`src/tpv_pkg.sv`:
```
// package: constants, types and helpers of the trap priority and vector unit
package tpv_pkg;

  // register byte offsets on the wishbone slave
  localparam logic [15:0] OFF_DSYNC_INFO  = 16'h9010;
  localparam logic [15:0] OFF_DASYNC_INFO = 16'h9018;
  localparam logic [15:0] OFF_PSYNC_INFO  = 16'h9200;
  localparam logic [15:0] OFF_VEC_BASE    = 16'h9400;

  // reset values
  localparam logic [31:0] VEC_BASE_RST    = 32'h0000_0000;
  localparam logic [31:0] INFO_RST        = 32'h0000_0000;

  // field layout of the vector base register and vector formation
  localparam int unsigned VEC_BASE_RES_BIT = 0;
  localparam int unsigned CLASS_SHIFT      = 5;
  localparam int unsigned CLASS_W          = 3;
  localparam int unsigned NUM_CLASSES      = 8;
  localparam int unsigned VEC_ENTRY_BYTES  = 32;
  localparam int unsigned TABLE_ALIGN      = NUM_CLASSES * VEC_ENTRY_BYTES;

  // pending set sizes and priority numbering
  localparam int unsigned NSYNC   = 18;
  localparam int unsigned NASYNC  = 5;
  localparam int unsigned PRIO_W  = 6;
  localparam logic [PRIO_W-1:0] SYNC_PRIO_BASE  = 6'h0f;
  localparam logic [PRIO_W-1:0] ASYNC_PRIO_BASE = 6'h01;

  // indices inside the synchronous pending vector (priority 15 at index 0)
  localparam logic [4:0] IDX_VA_FILL = 5'h09;
  localparam logic [4:0] IDX_VA_PROT = 5'h0a;
  localparam logic [4:0] IDX_DSE     = 5'h0e;
  localparam logic [4:0] IDX_BAM     = 5'h11;
  // indices inside the asynchronous pending vector
  localparam logic [2:0] IDX_NMI     = 3'h0;
  localparam logic [2:0] IDX_DAE     = 3'h1;

  // trap classes
  localparam logic [2:0] CLS_MMU     = 3'h0;
  localparam logic [2:0] CLS_PROT    = 3'h1;
  localparam logic [2:0] CLS_CTX     = 3'h3;
  localparam logic [2:0] CLS_ERR     = 3'h4;
  localparam logic [2:0] CLS_ASSERT  = 3'h5;
  localparam logic [2:0] CLS_NMI     = 3'h7;

  // first field is the msb: the lowest priority number sits in bit 0
  typedef struct packed {
    logic break_after_execution;
    logic overflow_assert_trap;
    logic sticky_overflow_trap;
    logic data_sync_bus_error_trap;
    logic peripheral_protection_trap;
    logic write_protection_trap;
    logic read_protection_trap;
    logic data_va_protection_trap;
    logic data_va_fill_trap;
    logic protection_mode_trap;
    logic alignment_trap;
    logic data_address_trap;
    logic context_type_trap;
    logic nesting_error_trap;
    logic call_depth_underflow_trap;
    logic call_depth_overflow_trap;
    logic call_stack_underflow_trap;
    logic free_list_underflow_trap;
  } tpv_sync_t;

  typedef struct packed {
    logic data_integrity_error_trap;
    logic temporal_async_error_trap;
    logic coprocessor_async_error_trap;
    logic data_async_error_trap;
    logic nmi;
  } tpv_async_t;

  // winning trap as presented to the fetch logic
  typedef struct packed {
    logic              valid;
    logic              async;
    logic              debug;
    logic [PRIO_W-1:0] prio;
    logic [2:0]        cls;
    logic [31:0]       vector;
  } tpv_win_t;

  // class of each synchronous pending bit
  function automatic logic [2:0] sync_class(input logic [4:0] idx);
    if (idx <= 5'h05) begin
      sync_class = CLS_CTX;
    end else if (idx == IDX_VA_FILL || idx == IDX_VA_PROT) begin
      sync_class = CLS_MMU;
    end else if (idx < IDX_DSE) begin
      sync_class = CLS_PROT;
    end else if (idx == IDX_DSE) begin
      sync_class = CLS_ERR;
    end else if (idx < IDX_BAM) begin
      sync_class = CLS_ASSERT;
    end else begin
      sync_class = CLS_MMU;
    end
  endfunction : sync_class

  // handler entry: class shifted up and ored into the base
  function automatic logic [31:0] trap_vector(input logic [31:0] base,
                                              input logic [2:0]  cls);
    trap_vector = base | {24'h00_0000, cls, 5'h00};
  endfunction : trap_vector

endpackage : tpv_pkg

```
`src/tpv_prio_enc.sv`:
```
// fixed priority encoder: the lowest set index wins
`timescale 1ns/1ps
`default_nettype none
module tpv_prio_enc #(
  parameter int unsigned N = 18,
  parameter int unsigned W = 5
) (
  input  wire logic [N-1:0] req_i,
  output logic              any_o,
  output logic [W-1:0]      idx_o
);

  always_comb begin
    any_o = 1'b0;
    idx_o = '0;
    for (int i = N - 1; i >= 0; i--) begin
      if (req_i[i]) begin
        any_o = 1'b1;
        idx_o = W'(i);
      end
    end
  end

endmodule : tpv_prio_enc
`default_nettype wire

```
`src/tpv_trap_unit.sv`:
```
// trap arbitration, vector formation and error information registers
`timescale 1ns/1ps
`default_nettype none

// Behaviour
// RULE1 - context traps rank 15 to 20, lower number wins
// RULE2 - data memory access traps rank 21 to 29 after context traps
// RULE3 - sticky overflow 30, overflow 31, break after execution 32 last
// RULE4 - va fill and va protection only with mmu present and enabled
// RULE5 - async traps rank nmi, data, coprocessor, temporal, integrity
// RULE6 - store bus errors raise the data async trap, not the sync one
// RULE7 - entry address is class shifted left 5 ored with vector base
// RULE8 - vector entries sit 8 words, 32 bytes, apart
// RULE9 - vector base holds bits 31 to 1, bit 0 reserved as zero
// RULE10 - eight trap classes 0 to 7, one table entry each
// RULE11 - software aligns the table base to at least 256 bytes
// RULE12 - vector base writes only while init end protection is lifted
// RULE13 - program sync error info register at 9200, read only
// RULE14 - data sync error info register at 9010, read only
// RULE15 - data async error info register records the last such error; the code captures it only when no nmi is pending in the same cycle
// RULE16 - data async error info is 32 bits at offset 9018
// RULE17 - async beats sync, sync beats interrupt
// RULE18 - older instruction's trap wins, younger pending traps void
// RULE19 - one winner each cycle with its class and vector to fetch
module tpv_trap_unit (
  input  wire logic              clk_i,
  input  wire logic              rst_i,
  input  wire logic              ce_i,
  // wishbone classic slave
  input  wire logic              wb_cyc_i,
  input  wire logic              wb_stb_i,
  input  wire logic              wb_we_i,
  input  wire logic [31:0]       wb_adr_i,
  input  wire logic [3:0]        wb_sel_i,
  input  wire logic [31:0]       wb_dat_i,
  output logic      [31:0]       wb_dat_o,
  output logic                   wb_ack_o,
  // system controls
  input  wire logic              init_end_unlock_i,
  input  wire logic              mmu_enable_i,
  // pending sources
  input  wire tpv_pkg::tpv_sync_t sync_old_i,
  input  wire tpv_pkg::tpv_sync_t sync_young_i,
  input  wire tpv_pkg::tpv_async_t async_i,
  input  wire logic              store_bus_err_i,
  input  wire logic              irq_req_i,
  // error information sources
  input  wire logic              prog_err_valid_i,
  input  wire logic [31:0]       prog_err_info_i,
  input  wire logic [31:0]       dsync_info_i,
  input  wire logic [31:0]       dasync_info_i,
  // to handler fetch logic
  output tpv_pkg::tpv_win_t      trap_o,
  output logic                   trap_from_old_o,
  output logic                   irq_take_o
);

  // ---------------- register file ----------------
  logic [31:0] vec_base;
  logic [31:0] next_vec_base;
  logic [31:0] psync_info;
  logic [31:0] next_psync_info;
  logic [31:0] dsync_info;
  logic [31:0] next_dsync_info;
  logic [31:0] dasync_info;
  logic [31:0] next_dasync_info;
  logic [31:0] next_wb_dat;
  logic        next_wb_ack;
  logic        bus_req;
  logic        wr_base;

  function automatic logic hit(input logic [31:0] adr,
                               input logic [15:0] off);
    hit = (adr[15:2] == off[15:2]);
  endfunction : hit

  // ---------------- arbitration ----------------
  logic [tpv_pkg::NSYNC-1:0]  old_v;
  logic [tpv_pkg::NSYNC-1:0]  young_v;
  logic [tpv_pkg::NASYNC-1:0] async_v;
  logic                       old_any;
  logic                       young_any;
  logic                       async_any;
  logic [4:0]                 old_idx;
  logic [4:0]                 young_idx;
  logic [2:0]                 async_idx;
  logic [4:0]                 sidx;
  tpv_pkg::tpv_win_t          next_trap;
  logic                       next_from_old;
  logic                       next_irq_take;

  // va traps masked away without an enabled mmu
  function automatic logic [tpv_pkg::NSYNC-1:0] mask_va(
      input logic [tpv_pkg::NSYNC-1:0] v, input logic en);
    mask_va = v;
    mask_va[tpv_pkg::IDX_VA_FILL] = v[tpv_pkg::IDX_VA_FILL] & en; // RULE4
    mask_va[tpv_pkg::IDX_VA_PROT] = v[tpv_pkg::IDX_VA_PROT] & en; // RULE4
  endfunction : mask_va

  always_comb begin
    old_v   = mask_va(sync_old_i, mmu_enable_i);
    young_v = mask_va(sync_young_i, mmu_enable_i);
    async_v = async_i;
    // store errors cannot be tied to the executing load
    async_v[tpv_pkg::IDX_DAE] = async_i.data_async_error_trap |
                                store_bus_err_i; // RULE6
  end

  tpv_prio_enc #(.N(tpv_pkg::NSYNC), .W(5)) u_enc_old (
    .req_i (old_v),
    .any_o (old_any),
    .idx_o (old_idx)
  ); // RULE1 RULE2 RULE3
  tpv_prio_enc #(.N(tpv_pkg::NSYNC), .W(5)) u_enc_young (
    .req_i (young_v),
    .any_o (young_any),
    .idx_o (young_idx)
  );
  tpv_prio_enc #(.N(tpv_pkg::NASYNC), .W(3)) u_enc_async (
    .req_i (async_v),
    .any_o (async_any),
    .idx_o (async_idx)
  ); // RULE5

  always_comb begin
    next_trap     = '0;
    next_from_old = 1'b0;
    next_irq_take = 1'b0;
    sidx          = old_any ? old_idx : young_idx; // RULE18
    if (async_any) begin // RULE17
      next_trap.valid = 1'b1;
      next_trap.async = 1'b1;
      next_trap.prio  = tpv_pkg::ASYNC_PRIO_BASE + {3'h0, async_idx};
      next_trap.cls   = (async_idx == tpv_pkg::IDX_NMI) ?
                        tpv_pkg::CLS_NMI : tpv_pkg::CLS_ERR;
    end else if (old_any || young_any) begin // RULE17
      next_trap.valid = 1'b1;
      next_trap.debug = (sidx == tpv_pkg::IDX_BAM); // RULE3
      next_trap.prio  = tpv_pkg::SYNC_PRIO_BASE + {1'b0, sidx};
      next_trap.cls   = tpv_pkg::sync_class(sidx); // RULE10
      next_from_old   = old_any; // RULE18
    end else begin
      next_irq_take   = irq_req_i; // RULE17
    end
    next_trap.vector  = tpv_pkg::trap_vector(vec_base, // RULE8
                                             next_trap.cls); // RULE7 RULE19
  end

  // ---------------- wishbone slave ----------------
  always_comb begin
    bus_req       = wb_cyc_i & wb_stb_i & ~wb_ack_o;
    wr_base       = bus_req & wb_we_i & hit(wb_adr_i, tpv_pkg::OFF_VEC_BASE);
    next_wb_ack   = bus_req;
    next_wb_dat   = 32'h0000_0000;
    next_vec_base = vec_base;
    if (bus_req && !wb_we_i) begin
      if (hit(wb_adr_i, tpv_pkg::OFF_VEC_BASE)) begin
        next_wb_dat = vec_base;
      end else if (hit(wb_adr_i, tpv_pkg::OFF_PSYNC_INFO)) begin
        next_wb_dat = psync_info; // RULE13
      end else if (hit(wb_adr_i, tpv_pkg::OFF_DSYNC_INFO)) begin
        next_wb_dat = dsync_info; // RULE14
      end else if (hit(wb_adr_i, tpv_pkg::OFF_DASYNC_INFO)) begin
        next_wb_dat = dasync_info; // RULE16
      end
    end
    if (wr_base && init_end_unlock_i) begin // RULE12
      for (int b = 0; b < 4; b++) begin
        if (wb_sel_i[b]) begin
          next_vec_base[8*b +: 8] = wb_dat_i[8*b +: 8];
        end
      end
    end
    next_vec_base[tpv_pkg::VEC_BASE_RES_BIT] = 1'b0; // RULE9
  end

  // ---------------- error information capture ----------------
  always_comb begin
    next_psync_info  = psync_info;
    next_dsync_info  = dsync_info;
    next_dasync_info = dasync_info;
    if (prog_err_valid_i) begin
      next_psync_info = prog_err_info_i; // RULE13
    end
    if (!async_any && (old_any || young_any) &&
        sidx == tpv_pkg::IDX_DSE) begin
      next_dsync_info = dsync_info_i; // RULE14
    end
    if (async_any && async_idx == tpv_pkg::IDX_DAE) begin
      next_dasync_info = dasync_info_i; // RULE15
    end
  end

  always_ff @(posedge clk_i) begin
    if (rst_i) begin
      vec_base        <= tpv_pkg::VEC_BASE_RST;
      psync_info      <= tpv_pkg::INFO_RST;
      dsync_info      <= tpv_pkg::INFO_RST;
      dasync_info     <= tpv_pkg::INFO_RST;
      wb_dat_o        <= 32'h0000_0000;
      wb_ack_o        <= 1'b0;
      trap_o          <= '0;
      trap_from_old_o <= 1'b0;
      irq_take_o      <= 1'b0;
    end else if (ce_i) begin
      vec_base        <= next_vec_base;
      psync_info      <= next_psync_info;
      dsync_info      <= next_dsync_info;
      dasync_info     <= next_dasync_info;
      wb_dat_o        <= next_wb_dat;
      wb_ack_o        <= next_wb_ack;
      trap_o          <= next_trap;
      trap_from_old_o <= next_from_old;
      irq_take_o      <= next_irq_take;
    end
  end

  // ---------------- assertions ----------------
  a_vector_formula: assert property (@(posedge clk_i) // RULE7
    disable iff (rst_i)
    $past(ce_i) && trap_o.valid |->
      trap_o.vector == ($past(vec_base) | {24'h00_0000, trap_o.cls, 5'h00}))
    else $error("vector not base ored with shifted class");

  a_entry_spacing: assert property (@(posedge clk_i) // RULE8
    disable iff (rst_i)
    $past(ce_i) && trap_o.valid |->
      trap_o.vector[4:0] == $past(vec_base[4:0]))
    else $error("class disturbed the low five vector bits");

  a_async_first: assert property (@(posedge clk_i) // RULE17
    disable iff (rst_i)
    $past(ce_i) && $past(|async_v) |->
      trap_o.async && trap_o.prio <= 6'h05 && !irq_take_o)
    else $error("async trap did not win");

  a_no_va_trap: assert property (@(posedge clk_i) disable iff (rst_i) // RULE4
    $past(ce_i) && !$past(mmu_enable_i) |->
      !(trap_o.valid && !trap_o.async &&
        (trap_o.prio == 6'h18 || trap_o.prio == 6'h19)))
    else $error("va trap without enabled mmu");

  a_ctx_top: assert property (@(posedge clk_i) disable iff (rst_i) // RULE1
    $past(ce_i) && !$past(|async_v) &&
    $past(sync_old_i.free_list_underflow_trap) |->
      trap_o.prio == 6'h0f && trap_o.cls == tpv_pkg::CLS_CTX)
    else $error("free list underflow not ranked first");

  a_assert_rank: assert property (@(posedge clk_i) disable iff (rst_i) // RULE3
    $past(ce_i) && !$past(|async_v) &&
    $past(sync_old_i) == 18'h18000 |->
      trap_o.prio == 6'h1e && trap_o.cls == tpv_pkg::CLS_ASSERT)
    else $error("sticky overflow not ranked 30");

  a_dmem_rank: assert property (@(posedge clk_i) disable iff (rst_i) // RULE2
    $past(ce_i) && !$past(|async_v) && $past(old_v[5:0]) == 6'h00 &&
    $past(sync_old_i.alignment_trap) |->
      trap_o.prio == 6'h16 || trap_o.prio == 6'h15)
    else $error("alignment trap mis-ranked");

  a_store_err: assert property (@(posedge clk_i) disable iff (rst_i) // RULE6
    $past(ce_i) && $past(store_bus_err_i) && !$past(async_i.nmi) |->
      trap_o.async && trap_o.prio == 6'h02 && trap_o.cls == tpv_pkg::CLS_ERR)
    else $error("store bus error not routed to data async trap");

  a_older_wins: assert property (@(posedge clk_i) disable iff (rst_i) // RULE18
    $past(ce_i) && !$past(|async_v) && $past(|old_v) |->
      trap_from_old_o && trap_o.prio == 6'h0f + {1'b0, $past(old_idx)})
    else $error("younger trap beat older one");

  a_base_locked: assert property (@(posedge clk_i) // RULE12
    disable iff (rst_i)
    $past(ce_i) && $past(wr_base) && !$past(init_end_unlock_i) |->
      vec_base == $past(vec_base))
    else $error("vector base written while protected");

  a_base_bit0: assert property (@(posedge clk_i) disable iff (rst_i) // RULE9
    wb_ack_o ##0 $past(hit(wb_adr_i, tpv_pkg::OFF_VEC_BASE)) |->
      !wb_dat_o[0])
    else $error("reserved vector base bit read as one");

  a_one_winner: assert property (@(posedge clk_i) disable iff (rst_i) // RULE19
    $past(ce_i) && $past(old_any | young_any) && !$past(async_any) |->
      ##0 trap_o.valid && !irq_take_o && trap_o.prio >= 6'h0f &&
      trap_o.prio <= 6'h20)
    else $error("no single sync winner presented");

  a_ce_freeze: assert property (@(posedge clk_i) disable iff (rst_i) // RULE19
    !$past(ce_i) |->
      $stable(trap_o) && $stable(irq_take_o) && $stable(vec_base))
    else $error("state moved while the clock enable was low");

  a_irq_last: assert property (@(posedge clk_i) disable iff (rst_i) // RULE17
    $past(ce_i) && $past(irq_req_i) &&
    !$past(async_any | old_any | young_any) |->
      irq_take_o && !trap_o.valid)
    else $error("interrupt not taken with nothing pending");

  a_nmi_top: assert property (@(posedge clk_i) disable iff (rst_i) // RULE5
    $past(ce_i) && $past(async_i.nmi) |->
      trap_o.prio == 6'h01 && trap_o.cls == tpv_pkg::CLS_NMI)
    else $error("nmi did not rank first");

  a_dsync_info: assert property (@(posedge clk_i) disable iff (rst_i) // RULE14
    $past(ce_i) && !$past(async_any) && $past(old_any | young_any) &&
    $past(sidx) == tpv_pkg::IDX_DSE |->
      dsync_info == $past(dsync_info_i))
    else $error("data sync info not captured on a bus error trap");

endmodule : tpv_trap_unit
`default_nettype wire
```
`config.mk`:
```
export PLATFORM = sky130hd
export DESIGN_NAME = tpv_trap_unit
export DESIGN_NICKNAME = d
export VERILOG_FILES = /design/src/tpv_pkg.sv /design/src/tpv_prio_enc.sv /design/src/tpv_trap_unit.sv
export SDC_FILE = /design/constraint.sdc
export NUM_CORES = 1
export LEC_CHECK = 0
export BUFFER_PORTS_ARGS = -buffer_cell sky130_fd_sc_hd__buf_4
export CORE_ASPECT_RATIO = 2
export CORE_MARGIN = 5
export CORE_UTILIZATION = 29
export CTS_BUF_LIST = sky130_fd_sc_hd__clkbuf_8
export CTS_CLUSTER_DIAMETER = 80
export CTS_CLUSTER_SIZE = 8
export DETAILED_ROUTE_END_ITERATION = 10
export SYNTH_ARGS = -nofsm -noshare
export SYNTH_HDL_FRONTEND = slang
export SYNTH_SLANG_ARGS = --single-unit
```
`constraint.sdc`:
```
create_clock -name clk_i -period 2.1 [get_ports clk_i]
set_input_delay 0.21 -clock clk_i [delete_from_list [all_inputs] [get_ports clk_i]]
set_output_delay 0.21 -clock clk_i [all_outputs]
set_load 0.005 [all_outputs]
```
======== Word-level counts from Yosys, hierarchy flattened ========
Cells that the tools add are included.
cells by class
  eq/ne operators ......................... 9
  bitwise operators ....................... 11
  mux-type cells .......................... 104
  reduce and logical (&&, ||, !) cells .... 17
  magnitude comparators ................... 3
  $add $sub $neg .......................... 2
operator list
  operator                                                                          count
  5-bit two-way mux                                                                 37
  32-bit two-way mux                                                                5
  14-bit == test, second input constant                                             4
  1-bit two-way mux                                                                 49
  32-bit by 8-bit OR with 32-bit output                                             1
  3-bit two-way mux                                                                 10
  5-bit by 4-bit == test with 1-bit output, second input constant                   3
  3-bit AND reduction                                                               4
  10-bit two-way mux                                                                1
  9-bit two-way mux                                                                 1
  1-bit AND                                                                         8
  4-bit by 5-bit adder with 6-bit output, first input constant                      1
  2-bit AND reduction                                                               3
  5-bit == test, second input constant                                              1
  5-bit by 3-bit less-or-equal comparator with 1-bit output, second input constant  1
  1-bit logical AND                                                                 5
  5-bit by 4-bit less-than comparator with 1-bit output, second input constant      1
  5-bit less-than comparator, second input constant                                 1
  1-bit by 3-bit adder with 4-bit output, first input constant                      1
  3-bit by 1-bit == test with 1-bit output, second input constant                   1
  3-bit zero test                                                                   1
  1-bit zero test                                                                   2
  1-bit logical OR                                                                  2
  2-bit two-way mux                                                                 1
  2 further kinds                                                                   2
word-level totals
  input port bits ......................... 216
  output and inout port bits .............. 79
  register bits after elaboration ......... 206

======== Logic depth before layout (Yosys ltp) ========
  depth in word-level cells ............... 28
  mapped depth ............................ 12
  depth with buffers taken out ............ 8

======== By module ========
Synthesis repeated with hierarchy kept, for this count alone.
unflattened totals
  cells, all modules ...................... 1091
  area, all modules ....................... 8971.1 µm²
by module, submodules not included
  module                        sequential area each (µm²)  instances  area an instance (µm²)  cells each
  tpv_trap_unit                 4103.9                      1          8451.9                  1015
  tpv_prio_enc (u_enc_old ...)  0.0                         2          235.2                   34
  tpv_prio_enc (u_enc_async)    0.0                         1          48.8                    8

======== Worst setup path after synthesis ========
No wires, ideal clock.
  path kind ............................... input to register
  from .................................... input port mmu_enable_i
  to ...................................... register dsync_info[2]
  library setup time ...................... 0.128 ns
  slack ................................... 0.052 ns
  arrival time ............................ 1.921 ns
  buffers on the path ..................... 4
  required time ........................... 1.972 ns
  cell stages on the path ................. 11
  cell sequence ........................... buf_4 -> a21oi_2 -> a2111oi_2 -> a2111oi_1 -> o32a_1 -> buf_6 -> and4b_1 -> buf_6 -> buf_12 -> mux2i_1 -> nor2_1
on the way
  longest elaborated chain between the ends .. 16
  elaborated cells on any way between the ends .. 54
  classes of those cells .................. eq/ne (1); mux (45); bitwise (4); reduce/logical (4)
RTL lines
  item                                                                                  RTL line                                    RTL
  start, declared                                                                       tpv_trap_unit.sv:40                         input wire logic mmu_enable_i,
  1-bit AND                                                                             tpv_trap_unit.sv:97                         mask_va[tpv_pkg::IDX_VA_PROT] = v[tpv_pkg::IDX_VA_PROT] & en;
  5-bit two-way mux / 1-bit two-way mux (equally long branches) (11 in a row)           tpv_prio_enc.sv:17                          if (req_i[i]) begin
  5-bit two-way mux / 1-bit logical OR (equally long branches)                          tpv_trap_unit.sv:129, tpv_trap_unit.sv:185
  5-bit by 4-bit == test with 1-bit output / 1-bit logical AND (equally long branches)  tpv_trap_unit.sv:186, tpv_trap_unit.sv:185
  1-bit logical AND *                                                                   tpv_trap_unit.sv:185                        if (!async_any && (old_any || young_any) &&
  2-bit AND reduction (no source line) *                                                n/a
  end signal, assigned                                                                  tpv_trap_unit.sv:198                        dsync_info <= tpv_pkg::INFO_RST;
  end signal, assigned                                                                  tpv_trap_unit.sv:208                        dsync_info <= next_dsync_info;
  end, declared                                                                         tpv_trap_unit.sv:63                         logic [31:0] dsync_info;
Mark *: on every way between the ends. The rest lies on a longest branch, timed or not.
A chain may end at the register's enable or synchronous reset.

======== Final worst setup path ========
  from .................................... input port wb_adr_i[2]
  to ...................................... register vec_base[17]
on the way
  longest elaborated chain between the ends .. 4
RTL lines
  item                                  RTL line              RTL
  start, declared                       tpv_trap_unit.sv:33   input wire logic [31:0] wb_adr_i,
  14-bit == test                        tpv_trap_unit.sv:74   hit = (adr[15:2] == off[15:2]);
  1-bit AND                             tpv_trap_unit.sv:152  wr_base = bus_req & wb_we_i & hit(wb_adr_i, tpv_pkg::OFF_VEC_BASE);
  1-bit logical AND                     tpv_trap_unit.sv:167  if (wr_base && init_end_unlock_i) begin
  3-bit AND reduction (no source line)  n/a
  end signal, assigned                  tpv_trap_unit.sv:196  vec_base <= tpv_pkg::VEC_BASE_RST;
  end signal, assigned                  tpv_trap_unit.sv:206  vec_base <= next_vec_base;
  end, declared                         tpv_trap_unit.sv:59   logic [31:0] vec_base;
No other way between the ends.

==> results.rst <==
.. list-table::
   :header-rows: 1

   * - Metric
     - Value
   * - Layout overhead on the synthesized area
     - 54.3%
   * - Final standard cell area without fillers
     - between 10000 and 15000 um2
   * - Largest stage delay on the critical path
     - approximately 0.56 ns
   * - Die Width
     - between 100 and 150 um
   * - Port Buf Inserts
     - 274
   * - Cell Chain, Critical Path
     - buf_4 -> nor4_4 -> nand4b_1 -> nor4bb_4 -> buf_4 -> inv_2 -> nor3_4 -> buf_6 -> buf_6 -> nand3_1 -> dlygate4sd3_1 -> a21oi_1
   * - Post-Syn Instances
     - around 1000
   * - Number of antenna violations at the first check in global routing
     - 1
   * - Library cell contributing the largest single delay on the critical path
     - dlygate4sd3_1
   * - Number of synthesized flops with an enable pin
     - 0
   * - Placement Setup Slack
     - -0.265 ns
   * - Die height
     - 255 um
   * - Largest net degree at the start of global routing
     - 62
   * - Iteration count of the initial detailed-routing pass
     - 9
   * - Post-layout net count
     - about 1700
   * - Vias
     - between 9000 and 10000
   * - Global route total overflow
     - 0
   * - Placed instance count
     - about 1700
   * - Fin Hold WS
     - a little under 0.09 ns
   * - Endpoints failing hold
     - 0
   * - Number of top-level design ports
     - approximately 300
   * - Clock edge transition at the registers on the reported setup and hold paths
     - 0.06 ns
   * - Kind of critical path
     - primary input to flip-flop
   * - Critical path startpoint category
     - primary input
   * - Share of the clock period used by the worst path after layout
     - 0.976
   * - Critical-path maximum fanout
     - 8
   * - CP Data Required Time
     - between 2 and 3 ns
   * - Rel. slew slack
     - 0.637
   * - Unrepaired setup endpoints after global routing
     - yes
   * - Placed standard-cell area
     - roughly 12000 um2
   * - Bufs on Longest Clock Path
     - 3
   * - Worst path setup slack after routing
     - between 0.05 and 0.06 ns
   * - Post-synthesis register bit count
     - ~200
   * - Worst path arrival time
     - 2.52 ns
   * - # H-tree levels
     - 1
   * - Fmax
     - about 0.49 GHz
   * - Leakage power figure
     - 5.44 nW
   * - Routed wirelength normalized by instance count
     - ~18 um
   * - Number of synthesis warnings
     - 0
   * - Root Buffer
     - clkbuf_8
   * - Global-route wire length before repair
     - just over 50 mm
   * - Number of sinks driven by the clock tree
     - approximately 200
   * - Count of cell types in the netlist
     - between 50 and 60
   * - Via count of the first global-routing pass
     - 9395
   * - Number of antenna-violating nets in the routed design
     - 0
   * - Die area
     - 33900 um2
   * - Slew Viols, Final
     - 0
   * - Post-route setup TNS
     - 0 ns
   * - Total clock buffers created by CTS
     - 29
   * - Final setup viols
     - 0
   * - Final critical path time including I/O delays and setup
     - around 2.0 ns
   * - Starting density of the core
     - 0.291
   * - Iter 0 DRT Violations
     - 650
   * - Clock tree from TritonCTS
     - built
   * - Slew at the pin closest to its max-slew limit
     - 0.545 ns
   * - HPWL reported at the end of detailed placement
     - 23.4 mm
   * - Worst IR drop on VDD
     - between 0.3 and 0.4 mV
   * - Power density over cell area
     - 569 nW/um2
   * - Total Routed Length
     - ~33 mm
   * - Gpl congestion
     - ~0.84
   * - Share of the core filled with cells
     - 0.449
   * - Gr usage total
     - 0.184
   * - DRC violation count after routing
     - 0
   * - Total standard cell area after synthesis
     - ~8700 um2
   * - Core region area
     - 30000 um2
   * - Mean cell area of the mapped netlist
     - ~8.4 um2
   * - Net count of the mapped netlist
     - ~1300
   * - Per-cell via count in the routed design
     - between 4 and 5
   * - Run status
     - finished clean
   * - Async SR Flop Fraction
     - 0
   * - Kind of capture point of the worst setup path
     - flip-flop
   * - Final clock skew
     - around 0.0093 ns
   * - Sum of internal, switching and leakage power
     - 7.66 mW
   * - Type of the most critical hold path
     - primary input to flip-flop
   * - Maxcap violations
     - 0
   * - Layout cells sized above 1
     - 0.298
   * - Dominant synthesized flop cell
     - dfxtp_1
   * - Share of the yosys chip area belonging to registers
     - 0.470
   * - Insertion delay of the later-clocked pin in the worst-skew pair
     - roughly 0.54 ns
   * - Site row count
     - 90
   * - Filler-free cell count of the finished design
     - 1848
## synth_stat cells (all sizes together) (5+ instances only)
library cell / instances / area, um2
o21ai: 10 / 50.1
a222oi: 31 / 310
mux2: 32 / 360
mux2i: 61 / 611
inv: 12 / 45.0
nand2: 185 / 694
dfxtp: 205 / 4100
buf: 12 / 123
clkbuf: 67 / 251
nor4: 9 / 83.8
nor3: 13 / 76.3
nand3: 38 / 190
a21oi: 143 / 719
o31ai: 5 / 37.5
nor2: 153 / 574
a211oi: 6 / 50.1
## metal layers
layer,GRT usage,wire length [um]
met1,0.232,13700
met2,0.315,15600
met3,0.0496,2900
met4,0.0419,559
met5,0,0
## power by group
part	internal (mW)	switching (mW)
registers	3.96	0.0374
clock network	1.22	1.36
logic	0.598	0.473
## flip-flops by register name, summed over array words and instances, names as in the netlist
| register | cells |
|---|---|
| psync_info | 32 |
| wb_dat_o | 32 |
| vec_base | 31 |
| irq_take_o | 1 |
| dasync_info | 32 |
| dsync_info | 32 |
| trap_o | 43 |
| trap_from_old_o | 1 |
| wb_ack_o | 1 |
## worst max-delay path, delay by kind of cell
kind,cells,cell delay (ns)
AO/OA/AOI/OAI,1,0.12
AND/OR/NAND/NOR,5,1.01
buffers and inverters,6,1.17
## cell usage in the layout, fill, tap and decap left out, types with 10 or more instances in the layout
| cell | instances |
|---|---|
| buf_4 | 339 |
| dfxtp_1 | 205 |
| nand2_1 | 185 |
| nor2_1 | 152 |
| dlygate4sd3_1 | 138 |
| a21oi_1 | 137 |
| mux2i_1 | 61 |
| nand3_1 | 38 |
| mux2_2 | 32 |
| a222oi_1 | 31 |
| clkbuf_8 | 29 |
| inv_1 | 11 |
| nor3_1 | 10 |
## kinds of logic (layout without fill, tap and decap cells)
group,count (synthesis),count (layout),share of synthesized area
buffers and inverters,91,533,0.0480
muxes,93,93,0.111
DFF,205,205,0.470
other,1,2,0.000430
adders and majority gates,3,3,0.00430
xor gates and xnor gates,2,2,0.00201
and+or+nand+nor,424,424,0.207
AOI/OAI and AO/OA,218,218,0.156
## layout make-up
type,count,area [um2]
diodes,1,2.50
clock buffers,29,399
clock inverters,1,5.00
fillers,2896,16500
inverters,12,45.0
multi-input cells,741,4300
flip-flops and latches,205,4100
well taps,368,460
repair buffers,491,4140
## final timing paths
path / start / endpoint / slack (ns) / cells past startpoint
max: wb_adr_i[2] / vec_base[17] / 0.05 / 12
min: async_i[4] / trap_o[43] / 0.09 / 3
max reg2reg: wb_ack_o / vec_base[17] / 0.05 / 7
min reg2reg: dasync_info[28] / dasync_info[28] / 0.45 / 2
## repair_timing
item,CTS,global route
resized for setup,0,22
buffers inserted,0,7
setup endpoints to repair,0,17
hold buffers,149,0
hold endpoints to repair,128,0
Power figures use the tool's default switching activity.
